--- src/pdw_pkg.sv ---
package pdw_pkg;

    ////////////////////////////////////////////////////////////////////////////
    // Internal I/O window.
    localparam logic [7:0] IO_HIGH_ZERO        = 8'h00;
    localparam logic [5:0] OFS_CPU_CONTROL     = 6'h1F;
    localparam logic [5:0] OFS_IRQ_TRAP_CTRL   = 6'h34;
    localparam logic [5:0] OFS_IO_CONTROL      = 6'h3F;

    ////////////////////////////////////////////////////////////////////////////
    // Field positions.
    localparam int IOC_BASE_HI   = 7;
    localparam int IOC_BASE_LO   = 6;
    localparam int IOC_STOP      = 5;
    localparam int CCR_STANDBY   = 6;
    localparam int CCR_BUS_WAKE  = 5;
    localparam int CCR_QUICK     = 3;
    localparam int ITC_EN_A      = 0;
    localparam int ITC_EN_C      = 2;

    ////////////////////////////////////////////////////////////////////////////
    // Reset values and writable masks.
    localparam logic [7:0] IOC_RESET   = 8'h00;
    localparam logic [7:0] IOC_WMASK   = 8'hE0;
    localparam logic [7:0] CCR_RESET   = 8'h00;
    localparam logic [7:0] ITC_RESET   = 8'h00;
    localparam logic [7:0] ITC_WMASK   = 8'h07;

    ////////////////////////////////////////////////////////////////////////////
    // Timing counts, in clk_sys cycles, and the timer and synchroniser widths.
    localparam int         TMR_W           = 18;
    localparam logic [17:0] STAB_NORMAL_DEF = 18'h20000;
    localparam logic [17:0] STAB_QUICK_CYC  = 18'h00040;
    localparam logic [17:0] IDLE_EXIT_CYC   = 18'h00008;
    localparam int         SYNC_W          = 5;

    ////////////////////////////////////////////////////////////////////////////
    // Types.
    typedef enum logic [2:0] {
        PDW_RUN,
        PDW_SLEEP,
        PDW_STANDBY,
        PDW_STAB,
        PDW_IDLE,
        PDW_IDLE_WAIT
    } pdw_state_t;

    typedef struct packed {
        logic       nmi_n;
        logic [2:0] irq_n;
        logic       bus_request_in_n;
    } pdw_pins_t;

    typedef struct packed {
        logic [15:0] addr;
        logic        wr;
        logic        rd;
        logic [7:0]  wdata;
    } pdw_io_req_t;

    typedef struct packed {
        logic osc_en;
        logic cpu_clk_en;
        logic system_clock_output_en;
        logic periph_stop;
    } pdw_pwr_t;

endpackage

--- src/pdw_ctrl.sv ---
`timescale 1ns/1ps

module pdw_ctrl #(
    parameter logic [17:0] STAB_NORMAL_CYC = pdw_pkg::STAB_NORMAL_DEF
) (
    // Clock and reset
    input  wire logic                 clk_sys,
    input  wire logic                 arst_n,
    // External pins, asynchronous
    input  wire pdw_pkg::pdw_pins_t   pins,
    // From the CPU core
    input  wire logic                 sleep_exec,
    input  wire logic                 global_irq_enable_flag,
    input  wire pdw_pkg::pdw_io_req_t io_req,
    // Internal I/O read answer
    output logic                      io_hit,
    output logic [7:0]                io_rdata,
    // Power and clock control
    output pdw_pkg::pdw_pwr_t         pwr,
    output pdw_pkg::pdw_state_t       mode,
    // Resume actions, one-cycle pulses except bus_grant, which holds while the bus request stays active
    output logic                      nmi_ack_start,
    output logic [2:0]                irq_ack_start,
    output logic                      resume_next,
    output logic                      bus_grant
);
    import pdw_pkg::*;

    ////////////////////////////////////////////////////////////////////////////
    // Pin synchronisers and NMI edge latch.
    logic [SYNC_W-1:0] pins_s;
    pdw_pins_t         pin_s;
    logic              nmi_prev_q;
    logic              nmi_pend_q;
    logic              nmi_pend_d;
    logic              nmi_fall;

    pdw_sync u_sync (
        .clk_sys (clk_sys),
        .arst_n  (arst_n),
        .din     (pins),
        .dout    (pins_s)
    );

    assign pin_s    = pins_s;
    assign nmi_fall = nmi_prev_q & ~pin_s.nmi_n;

    // The latch is set on the falling edge and held until the acknowledge;
    // a new edge in the clearing cycle wins.
    always_comb begin
        nmi_pend_d = nmi_pend_q;
        if (nmi_ack_start) begin
            nmi_pend_d = 1'b0;
        end
        if (nmi_fall) begin
            nmi_pend_d = 1'b1;
        end
    end

    always_ff @(posedge clk_sys or negedge arst_n) begin
        if (!arst_n) begin
            nmi_prev_q <= 1'b1;
            nmi_pend_q <= 1'b0;
        end else begin
            nmi_prev_q <= pin_s.nmi_n;
            nmi_pend_q <= nmi_pend_d;
        end
    end

    ////////////////////////////////////////////////////////////////////////////
    // Register file in the relocatable internal I/O window.
    logic [7:0] ioc_q;
    logic [7:0] ioc_d;
    logic [7:0] ccr_q;
    logic [7:0] ccr_d;
    logic [7:0] itc_q;
    logic [7:0] itc_d;
    logic       hit_d;
    logic [7:0] rdata_d;
    logic       in_win;
    logic [5:0] ofs;

    assign ofs    = io_req.addr[5:0];
    assign in_win = (io_req.addr[15:8] == IO_HIGH_ZERO)
                 && (io_req.addr[7:6] == ioc_q[IOC_BASE_HI:IOC_BASE_LO]);

    always_comb begin
        ioc_d   = ioc_q;
        ccr_d   = ccr_q;
        itc_d   = itc_q;
        hit_d   = 1'b0;
        rdata_d = 8'h00;
        if (in_win && (io_req.wr || io_req.rd)) begin
            if (ofs == OFS_IO_CONTROL) begin
                hit_d   = 1'b1;
                rdata_d = ioc_q & IOC_WMASK;
                if (io_req.wr) begin
                    ioc_d = io_req.wdata & IOC_WMASK;
                end
            end else if (ofs == OFS_CPU_CONTROL) begin
                hit_d   = 1'b1;
                rdata_d = ccr_q;
                if (io_req.wr) begin
                    ccr_d = io_req.wdata;
                end
            end else if (ofs == OFS_IRQ_TRAP_CTRL) begin
                hit_d   = 1'b1;
                rdata_d = itc_q & ITC_WMASK;
                if (io_req.wr) begin
                    itc_d = io_req.wdata & ITC_WMASK;
                end
            end
        end
    end

    always_ff @(posedge clk_sys or negedge arst_n) begin
        if (!arst_n) begin
            ioc_q    <= IOC_RESET;
            ccr_q    <= CCR_RESET;
            itc_q    <= ITC_RESET;
            io_hit   <= 1'b0;
            io_rdata <= 8'h00;
        end else begin
            ioc_q    <= ioc_d;
            ccr_q    <= ccr_d;
            itc_q    <= itc_d;
            io_hit   <= hit_d;
            io_rdata <= rdata_d;
        end
    end

    ////////////////////////////////////////////////////////////////////////////
    // Wake sources.
    logic [2:0] irq_act;
    logic       bus_act;
    logic       wake_lvl;

    // A disabled line is ignored regardless of the global flag.
    assign irq_act  = ~pin_s.irq_n & itc_q[ITC_EN_C:ITC_EN_A];
    assign bus_act  = ~pin_s.bus_request_in_n & ccr_q[CCR_BUS_WAKE];
    assign wake_lvl = (|irq_act) | bus_act;

    ////////////////////////////////////////////////////////////////////////////
    // Power state machine.
    pdw_state_t       state_d;
    pdw_pwr_t         pwr_d;
    logic             tmr_load;
    logic [TMR_W-1:0] tmr_val;
    logic             tmr_run;
    logic             tmr_done;
    logic             resume;
    logic             nmi_ack_d;
    logic [2:0]       irq_ack_d;
    logic             resume_next_d;
    logic             bus_grant_d;

    pdw_stab_timer u_timer (
        .clk_sys  (clk_sys),
        .arst_n   (arst_n),
        .load     (tmr_load),
        .load_val (tmr_val),
        .run      (tmr_run),
        .done     (tmr_done)
    );

    // The timer only advances in PDW_STAB and PDW_IDLE_WAIT, the waits before resuming.
    assign tmr_run = (mode == PDW_STAB) || (mode == PDW_IDLE_WAIT);

    always_comb begin
        state_d  = mode;
        tmr_load = 1'b0;
        tmr_val  = IDLE_EXIT_CYC;
        resume   = 1'b0;
        case (mode)
            PDW_RUN: begin
                if (sleep_exec) begin
                    tmr_load = 1'b1;
                    if (!ioc_q[IOC_STOP]) begin
                        state_d = PDW_SLEEP;
                    end else if (ccr_q[CCR_STANDBY]) begin
                        state_d = PDW_STANDBY;
                    end else if (ccr_q[CCR_QUICK]) begin
                        state_d = PDW_IDLE;
                    end else begin
                        state_d = PDW_SLEEP;
                    end
                end
            end
            PDW_SLEEP: begin
                if (nmi_pend_q || (|irq_act)) begin
                    resume = 1'b1;
                end
            end
            PDW_STANDBY: begin
                if (nmi_pend_q || wake_lvl) begin
                    state_d  = PDW_STAB;
                    tmr_load = 1'b1;
                    // Quick recovery trusts the oscillator to settle in 64 cycles.
                    tmr_val  = ccr_q[CCR_QUICK] ? STAB_QUICK_CYC
                                                : STAB_NORMAL_CYC;
                end
            end
            PDW_STAB: begin
                if (!nmi_pend_q && !wake_lvl) begin
                    state_d = PDW_STANDBY;
                end else if (tmr_done) begin
                    resume = 1'b1;
                end
            end
            PDW_IDLE: begin
                if (nmi_pend_q || (|irq_act) || !pin_s.bus_request_in_n) begin
                    state_d  = PDW_IDLE_WAIT;
                    tmr_load = 1'b1;
                    tmr_val  = IDLE_EXIT_CYC;
                end
            end
            PDW_IDLE_WAIT: begin
                if (tmr_done) begin
                    resume = 1'b1;
                end
            end
            default: begin
                state_d = PDW_RUN;
            end
        endcase
        if (resume) begin
            state_d = PDW_RUN;
        end
    end

    // Clock gating follows the next state so the outputs change with it.
    always_comb begin
        pwr_d.periph_stop = ioc_q[IOC_STOP];
        pwr_d.osc_en      = 1'b1;
        pwr_d.cpu_clk_en  = 1'b1;
        pwr_d.system_clock_output_en   = 1'b1;
        case (state_d)
            PDW_SLEEP: begin
                pwr_d.cpu_clk_en = 1'b0;
            end
            PDW_STANDBY: begin
                pwr_d.osc_en     = 1'b0;
                pwr_d.cpu_clk_en = 1'b0;
                pwr_d.system_clock_output_en  = 1'b0;
            end
            PDW_STAB, PDW_IDLE, PDW_IDLE_WAIT: begin
                pwr_d.cpu_clk_en = 1'b0;
                pwr_d.system_clock_output_en  = 1'b0;
            end
            default: begin
                pwr_d.cpu_clk_en = 1'b1;
            end
        endcase
    end

    // On resume the NMI takes precedence, then lines a, b, c in order.
    // With the flag clear a maskable wake only lets execution continue.
    always_comb begin
        nmi_ack_d     = 1'b0;
        irq_ack_d     = 3'b000;
        resume_next_d = 1'b0;
        bus_grant_d   = bus_grant && !pin_s.bus_request_in_n;
        if (resume) begin
            if (nmi_pend_q) begin
                nmi_ack_d = 1'b1;
            end else if ((|irq_act) && global_irq_enable_flag) begin
                if (irq_act[0]) begin
                    irq_ack_d = 3'b001;
                end else if (irq_act[1]) begin
                    irq_ack_d = 3'b010;
                end else begin
                    irq_ack_d = 3'b100;
                end
            end else begin
                resume_next_d = 1'b1;
            end
            bus_grant_d = !pin_s.bus_request_in_n;
        end
    end

    always_ff @(posedge clk_sys or negedge arst_n) begin
        if (!arst_n) begin
            mode          <= PDW_RUN;
            pwr           <= '{osc_en: 1'b1, cpu_clk_en: 1'b1,
                               system_clock_output_en: 1'b1, periph_stop: 1'b0};
            nmi_ack_start <= 1'b0;
            irq_ack_start <= 3'b000;
            resume_next   <= 1'b0;
            bus_grant     <= 1'b0;
        end else begin
            mode          <= state_d;
            pwr           <= pwr_d;
            nmi_ack_start <= nmi_ack_d;
            irq_ack_start <= irq_ack_d;
            resume_next   <= resume_next_d;
            bus_grant     <= bus_grant_d;
        end
    end

endmodule

--- src/pdw_stab_timer.sv ---
`timescale 1ns/1ps

module pdw_stab_timer (
    // Clock and reset
    input  wire logic                       clk_sys,
    input  wire logic                       arst_n,
    // Control
    input  wire logic                       load,
    input  wire logic [pdw_pkg::TMR_W-1:0]  load_val,
    input  wire logic                       run,
    // Status
    output logic                            done
);
    import pdw_pkg::*;

    logic [TMR_W-1:0] cnt_q;
    logic [TMR_W-1:0] cnt_d;
    logic             done_d;

    // Done pulses in the cycle after the last counted oscillator cycle.
    always_comb begin
        cnt_d  = cnt_q;
        done_d = 1'b0;
        if (load) begin
            cnt_d = load_val;
        end else if (run && cnt_q != '0) begin
            cnt_d  = cnt_q - 1'b1;
            done_d = (cnt_q == {{(TMR_W-1){1'b0}}, 1'b1});
        end
    end

    always_ff @(posedge clk_sys or negedge arst_n) begin
        if (!arst_n) begin
            cnt_q <= '0;
            done  <= 1'b0;
        end else begin
            cnt_q <= cnt_d;
            done  <= done_d;
        end
    end

endmodule

--- src/pdw_sync.sv ---
`timescale 1ns/1ps

module pdw_sync (
    // Clock and reset
    input  wire logic                        clk_sys,
    input  wire logic                        arst_n,
    // Data
    input  wire logic [pdw_pkg::SYNC_W-1:0]  din,
    output logic      [pdw_pkg::SYNC_W-1:0]  dout
);
    import pdw_pkg::*;

    // Pins idle high, so both stages reset high to avoid a false wake.
    logic [SYNC_W-1:0] meta_q;

    genvar i;
    generate
        for (i = 0; i < SYNC_W; i++) begin : g_bit
            always_ff @(posedge clk_sys or negedge arst_n) begin
                if (!arst_n) begin
                    meta_q[i] <= 1'b1;
                    dout[i]   <= 1'b1;
                end else begin
                    meta_q[i] <= din[i];
                    dout[i]   <= meta_q[i];
                end
            end
        end
    endgenerate

endmodule

--- config.mk ---
export PLATFORM = sky130hd
export DESIGN_NAME = pdw_ctrl
export DESIGN_NICKNAME = d
export VERILOG_FILES = /design/src/pdw_pkg.sv /design/src/pdw_ctrl.sv /design/src/pdw_stab_timer.sv /design/src/pdw_sync.sv
export SDC_FILE = /design/constraint.sdc
export NUM_CORES = 1
export LEC_CHECK = 0
export BUFFER_PORTS_ARGS = -buffer_cell sky130_fd_sc_hd__buf_2
export CAP_MARGIN = 0
export CORE_MARGIN = 2
export CORE_UTILIZATION = 50
export DETAILED_ROUTE_END_ITERATION = 8
export GPL_ROUTABILITY_DRIVEN = 0
export HOLD_SLACK_MARGIN = 0.03
export PLACE_DENSITY = 0.85
export SETUP_SLACK_MARGIN = 0.15
export SYNTH_ARGS = -nofsm -noshare
export SYNTH_HDL_FRONTEND = slang
export SYNTH_HIERARCHICAL = 1
export SYNTH_SLANG_ARGS = --single-unit
--- constraint.sdc ---
create_clock -name clk_sys -period 2.4 [get_ports clk_sys]
set_input_delay 0.36 -clock clk_sys [delete_from_list [all_inputs] [get_ports clk_sys]]
set_output_delay 0.36 -clock clk_sys [all_outputs]
set_load 0.01 [all_outputs]
==> results.cfg, run 1 <==
[clocking]
cts.clk_slew.worst_paths_ns = 0.08
clockBufferDepth = 2
htree_num_levels = 3
insertion_delay_ns = 0.35
cts-root-buf = clkbuf_8
tritoncts = built
cts_sinks = 67
cts_made_buffers = 9

[worst_hold_path]
min_from = pins[3]
hold_end = u_sync/meta_q[3]
min_path_cells = 1
hp-class = in2reg

[logic_synthesis]
synth_top_area_frac = 0.410
synth.avg_cell_area_um2 = 10.7
ys_warn_count = 6
ys.flop_type = dfrtp_1
yosys.area.top_type = dfrtp_1
ys_async_sr_fraction = 1.00
synth_edf_count = 0
yosys_register_bits = 67
yosysSeqAreaShare = 0.523
synth_area_leaders = dfrtp_1 (41%), dfstp_2 (11%), mux2_2 (3.8%)
synth_most_common_cell = dfrtp_1
synthCells = 303
synth_area_mm2 = 0.00324
synth_cell_types = 62
netlist_top_cells_count = dfrtp_1 (53), nor2_1 (29), nand2_1 (19), dfstp_2 (14)

[pwr]
comb_power_share = 0.259
peakVddDrop_mv = 0.453
sw_frac_of_total = 0.348
switching_power_uw = 1180
power_density_mw_per_mm2 = 838
intPower_uw = 2220
leakagePower_uw = 0.00187
clkPwrFrac = 0.282
p_total_uw = 3400
p_seq_frac = 0.459

[global_route]
grt_first_pass_wirelength_mm = 12.4
grt_antenna_before_repair = 0
grt_pass1_vias = 2643
grt_use_total = 0.217
overflow = 0
grt_max_degree = 68

[critical_path]
path_buf_inv = 0
crit_slowest_cell = or4_1
cp_max_fo = 6
worstReg2RegEnd = u_timer/cnt_q[0]
worstSetupPathType = reg2reg
crit_top_cell = or4_1
worstReg2RegStart = u_timer/cnt_q[5]
path_depth = 4
ff2ff_setup_slack_ns = 0.22
crit_path_end_kind = register
reg2reg_depth = 4
cp_top_family = simple AND/OR/NAND/NOR gates
arrival_ns = 2.46
crit_chain = or4_1 -> or4b_4 -> or4_1 -> nand3_1
slowest_delay_ns = 0.57
cp.required_ns = 2.68
critPathLaunchType = register

[sta]
slew_headroom = 0.550
timing.final.hold_violations = 0
fmax_mhz = 458
finalSetupViolations = 0
tns_ns = 0
period_minus_slack_ns = 2.18
drv_slew = 0
skew_ns = 0.00935
rsz0062_at_grt = true
worst_pin_slew_ns = 0.666
period_share = 0.909

[finish]
fill_cells = 489
diodes = 0
layout-drive-gt1-share = 0.358
syn_to_final_growth_pct = 25.2
nets = 434

[route]
drt_iter0_drc = 109
drt_wl_total_mm = 7.45
vias = 2693
ant_nets = 0
wl_per_cell_um = 15.6
drc = 0
first_pass_iters = 4
routed_via_density = 5.62

[die]
initial_core_util = 0.513
fp.dieW_um = 84.5
die_h_um = 84.5
die-area_mm2 = 0.00714
ioPinCount = 57
rows = 29
coreArea_mm2 = 0.00631

[placement]
io_buffers = 56
dp_hpwl_mm = 5.29

[run_status]
status = completed

[job]
drv_cap = 0
[layout make-up]
| class | instances | area, µm² | share of cell area |
|---|---|---|---|
| multi-input cells | 228 | 1560 | 0.384 |
| clock inverters | 7 | 77.6 | 0.0191 |
| repair buffers | 77 | 453 | 0.112 |
| inverters | 14 | 52.6 | 0.0130 |
| flip-flops and latches | 67 | 1690 | 0.418 |
| well taps | 77 | 96.3 | 0.0238 |
| clock buffers | 9 | 124 | 0.0306 |
[kinds of logic after synthesis]
| logic type | Yosys count | share of synthesized area |
|---|---|---|
| and+or+nand+nor | 131 | 0.245 |
| DFF | 67 | 0.523 |
| AOI/OAI and AO/OA | 59 | 0.129 |
| buffers and inverters | 23 | 0.0274 |
| muxes | 18 | 0.0611 |
| adders and majority gates | 2 | 0.00773 |
| xor gates and xnor gates | 2 | 0.00541 |
| other | 1 | 0.00116 |
[repair_timing]
item | 4_1_cts | 5_1_grt
setup buffers | 0 | 2
resized for setup | 2 | 7
endpoints found under the setup margin | 8 | 15
pin swaps | 0 | 2
cloned | 0 | 1
hold buffers | 1 | 0
endpoints found under the hold margin | 7 | 0
[routing by layer]
layer / GRT usage / routed length, µm / up-vias
li1: - / - / 1296
met1: 0.282 / 3270 / 1315
met2: 0.351 / 3750 / 75
met3: 0.0600 / 369 / 7
met4: 0.0823 / 72 / 0
met5: 0 / 0 / -
[power groups by stage]
stage,registers (µW),clock network (µW),logic [µW]
2_1_floorplan,1520,0,546
3_3_place_gp,1540,0,810
3_5_place_dp,1550,0,844
4_1_cts,1540,976,853
5_1_grt,1590,1040,985
6_report,1560,958,878
[worst max-delay path by stage]
stage | end | startpoint
3_3_place_gp | u_timer/cnt_q[12] | u_sync/dout[1]
5_1_grt | u_timer/cnt_q[10] | mode[1]
6_report | u_timer/cnt_q[0] | u_timer/cnt_q[5]
3_5_place_dp | u_timer/cnt_q[10] | u_sync/dout[1]
2_1_floorplan | u_timer/cnt_q[11] | mode[1]
4_1_cts | u_timer/cnt_q[10] | u_sync/dout[1]
[worst register-to-register path, cell delays in order (launching register included)]
cell,delay [ns]
dfrtp_1,0.44
or4_1,0.57
or4b_4,0.57
or4_1,0.43
nand3_1,0.10
[stage by stage]
stage          hold slack [ns]  area (µm²)  cells  setup slack [ns]   util
3_5_place_dp             0.347        3790    459           0.00830  0.600
2_1_floorplan           0.0644        3300    317             0.157      -
4_1_cts                 0.0932        4010    476             0.168  0.635
5_1_grt                 0.0886        4050    479             0.114  0.642
6_report                 0.113        4050    479             0.218  0.642
3_3_place_gp             0.346        3790    459             0.202  0.600
[cell usage in the layout, fill, tap and decap left out, types with 11 or more instances in the layout]
master    n
buf_2    56
a21oi_1  12
nand3_1  13
nor2_1   28
buf_4    19
mux2_2   11
dfrtp_1  53
nand2_1  19
dfstp_2  14
conb_1   15
inv_1    13
[registers in the layout, summed over array words and instances, names as in the netlist, 3 cells and up]
signal / count
u_timer/cnt_q: 18
ccr_q: 8
io_rdata: 8
u_sync/dout: 5
u_sync/meta_q: 5
pwr: 4
ioc_q: 3
irq_ack_start: 3
itc_q: 3
mode: 3
No activity file was read; power rests on OpenSTA's default activity.
==> run 2, diff against run 1 <==
--- a/config.mk
+++ b/config.mk
@@ -8,11 +8,11 @@
 export BUFFER_PORTS_ARGS = -buffer_cell sky130_fd_sc_hd__buf_2
 export CAP_MARGIN = 0
 export CORE_MARGIN = 2
-export CORE_UTILIZATION = 50
+export CORE_UTILIZATION = 56
 export DETAILED_ROUTE_END_ITERATION = 8
 export GPL_ROUTABILITY_DRIVEN = 0
 export HOLD_SLACK_MARGIN = 0.03
-export PLACE_DENSITY = 0.85
+export PLACE_DENSITY = 0.8
 export SETUP_SLACK_MARGIN = 0.15
 export SYNTH_ARGS = -nofsm -noshare
 export SYNTH_HDL_FRONTEND = slang
==> constraint.sdc (replaced) <==
create_clock -name clk_sys -period 2.5 [get_ports clk_sys]
set_input_delay 0.375 -clock clk_sys [delete_from_list [all_inputs] [get_ports clk_sys]]
set_output_delay 0.375 -clock clk_sys [all_outputs]
set_load 0.01 [all_outputs]
==> run 2 against run 1 <==
- cell count down 1.9%
- power down 4.1%
- global-route usage rose by 3.3 points
- clock power is 6.4% lower
- combinational power decreased by 1%
- sequential power down 4%
- hold slack lost 0.069 ns
- clock skew grew 0.00051 ns
- critical path depth up 4
- register-to-register slack improved by 0.03 ns
- core utilization increased by 8.6 points
==> results.cfg, run 2 (synthesis gave the netlist of run 1 again) <==
[finish]
mostFrequentLayoutCell = buf_2
final_cell_mix = buf_2 (56), dfrtp_1 (53), nor2_1 (29), nand2_1 (19), buf_4 (16)
largest_reg_flops = 18
reg.largest.list = u_timer/cnt_q (18), ccr_q (8), io_rdata (8)
top_register = u_timer/cnt_q
nets = 430
layout.cells.non_filler = 470
diodes = 0
syn_to_final_growth_pct = 24.5
layout-drive-gt1-share = 0.359

[critical_path]
crit_top_cell = o311ai_0
critPathLaunchType = register
worstSetupPathType = reg2reg
arrival_ns = 2.45
slowest_delay_ns = 0.45
crit_chain = nor2b_2 -> nor2_1 -> nor2b_1 -> buf_4 -> nand2_1 -> or2_2 -> o311ai_0 -> o311ai_0
path_buf_inv = 1
cp.required_ns = 2.69
crit_slowest_cell = dfrtp_1
cp_top_family = simple AND/OR/NAND/NOR gates
cp_max_fo = 8
crit_path_end_kind = register

[die]
ioPinCount = 57
die_h_um = 80.0
fp.dieW_um = 80.0
coreArea_mm2 = 0.00554
die-area_mm2 = 0.00641
initial_core_util = 0.584
rows = 27

[sta]
timing.final.hold_violations = 0
worst_pin_slew_ns = 0.644
finalSetupViolations = 0
tns_ns = 0
drv_slew = 0
skew_ns = 0.00986
slew_headroom = 0.571
period_minus_slack_ns = 2.25
period_share = 0.901
rsz0062_at_grt = true
fmax_mhz = 444

[clocking]
cts-root-buf = clkbuf_8
cts_sinks = 67
cts.clk_slew.worst_paths_ns = 0.08
clockBufferDepth = 2
cts_hold_buf = 0
tritoncts = built
htree_num_levels = 3
insertion_delay_ns = 0.35
cts_made_buffers = 9

[run_status]
status = completed

[global_route]
grt_use_total = 0.250
grt_antenna_before_repair = 0
grt_pass1_vias = 2598
use_met3 = 0.0701
overflow = 0
grt_busiest_layer = met2
grt_max_degree = 41
met1_usage = 0.304
grt_first_pass_wirelength_mm = 12.1
grtUsageMet2 = 0.430

[route]
ant_nets = 0
vias = 2716
routed_via_density = 5.78
drt_iter0_drc = 183
drt_wl_total_mm = 7.45
drc = 0
wl_per_cell_um = 15.9
first_pass_iters = 5

[worst_hold_path]
hp-class = in2async

[placement]
io_buffers = 56
dp_cells = 452
dp_hpwl_mm = 5.25

[pwr]
power_density_mw_per_mm2 = 808
leakagePower_uw = 0.00187
peakVddDrop_mv = 0.565

[job]
drv_cap = 0
==> run 2: cell types whose count changed in the layout (fill, tap and decap cells not counted), sizes merged <==
cell / previous run / this run
dlygate4sd3: 1 / 0
buf: 76 / 74
or2: 5 / 4
==> run 2: metrics by stage <==
| step | area (µm²) | total power [µW] | worst slack, ns | util | hold slack (ns) |
|---|---|---|---|---|---|
| final | 4030 | 3260 | 0.248 | 0.728 | 0.0442 |
| after global routing | 4030 | 3450 | 0.0883 | 0.728 | 0.0756 |
| after CTS | 3990 | 3220 | 0.190 | 0.720 | 0.0515 |
| after detailed placement | 3780 | 2300 | 0.0590 | 0.682 | 0.347 |
| after global placement | 3780 | 2270 | 0.186 | 0.682 | 0.346 |
| after floorplan | 3300 | 1980 | 0.168 | - | 0.0794 |
==> run 2: metal layers <==
| layer | vias to the layer above | routed length, µm |
|---|---|---|
| met5 | - | 0 |
| met4 | 0 | 121 |
| met3 | 11 | 431 |
| met2 | 93 | 3800 |
| met1 | 1326 | 3100 |
| li1 | 1286 | - |
==> run 2: final cells by class <==
class / count / area [µm²]
timing repair buffer: 74 / 440
multi-input combinational: 227 / 1550
clock buffer: 9 / 124
tap: 72 / 90.1
inverter: 14 / 56.3
sequential: 67 / 1690
clock inverter: 7 / 76.3
fill: 400 / 1510
==> run 2: path summary, 6_finish.rpt <==
| kind | from | endpoint | slack, ns | cells past startpoint |
|---|---|---|---|---|
| setup / recovery | mode[1] | u_timer/cnt_q[10] | 0.25 | 8 |
| hold / removal | arst_n | itc_q[2] | 0.04 | 1 |
| setup reg to reg | mode[1] | u_timer/cnt_q[10] | 0.25 | 8 |
| hold reg to reg | u_sync/meta_q[0] | u_sync/dout[0] | 0.36 | 0 |
| max in group asynchronous | arst_n | u_sync/meta_q[0] | 1.76 | 2 |
| min in group clk_sys | pins[4] | u_sync/meta_q[4] | 0.12 | 1 |
==> run 2: where the power goes <==
part           internal (µW)  total [µW]  switching (µW)
combinational            396         867             470
clock                    464         897             432
sequential              1280        1490             219
total                   2140        3260            1120
==> run 2: what timing repair did <==
item / in CTS / in global routing
gates resized for setup: 3 / 7
setup endpoints to repair: 15 / 12
setup buffers: 0 / 2
hold endpoints to repair: 0 / 0
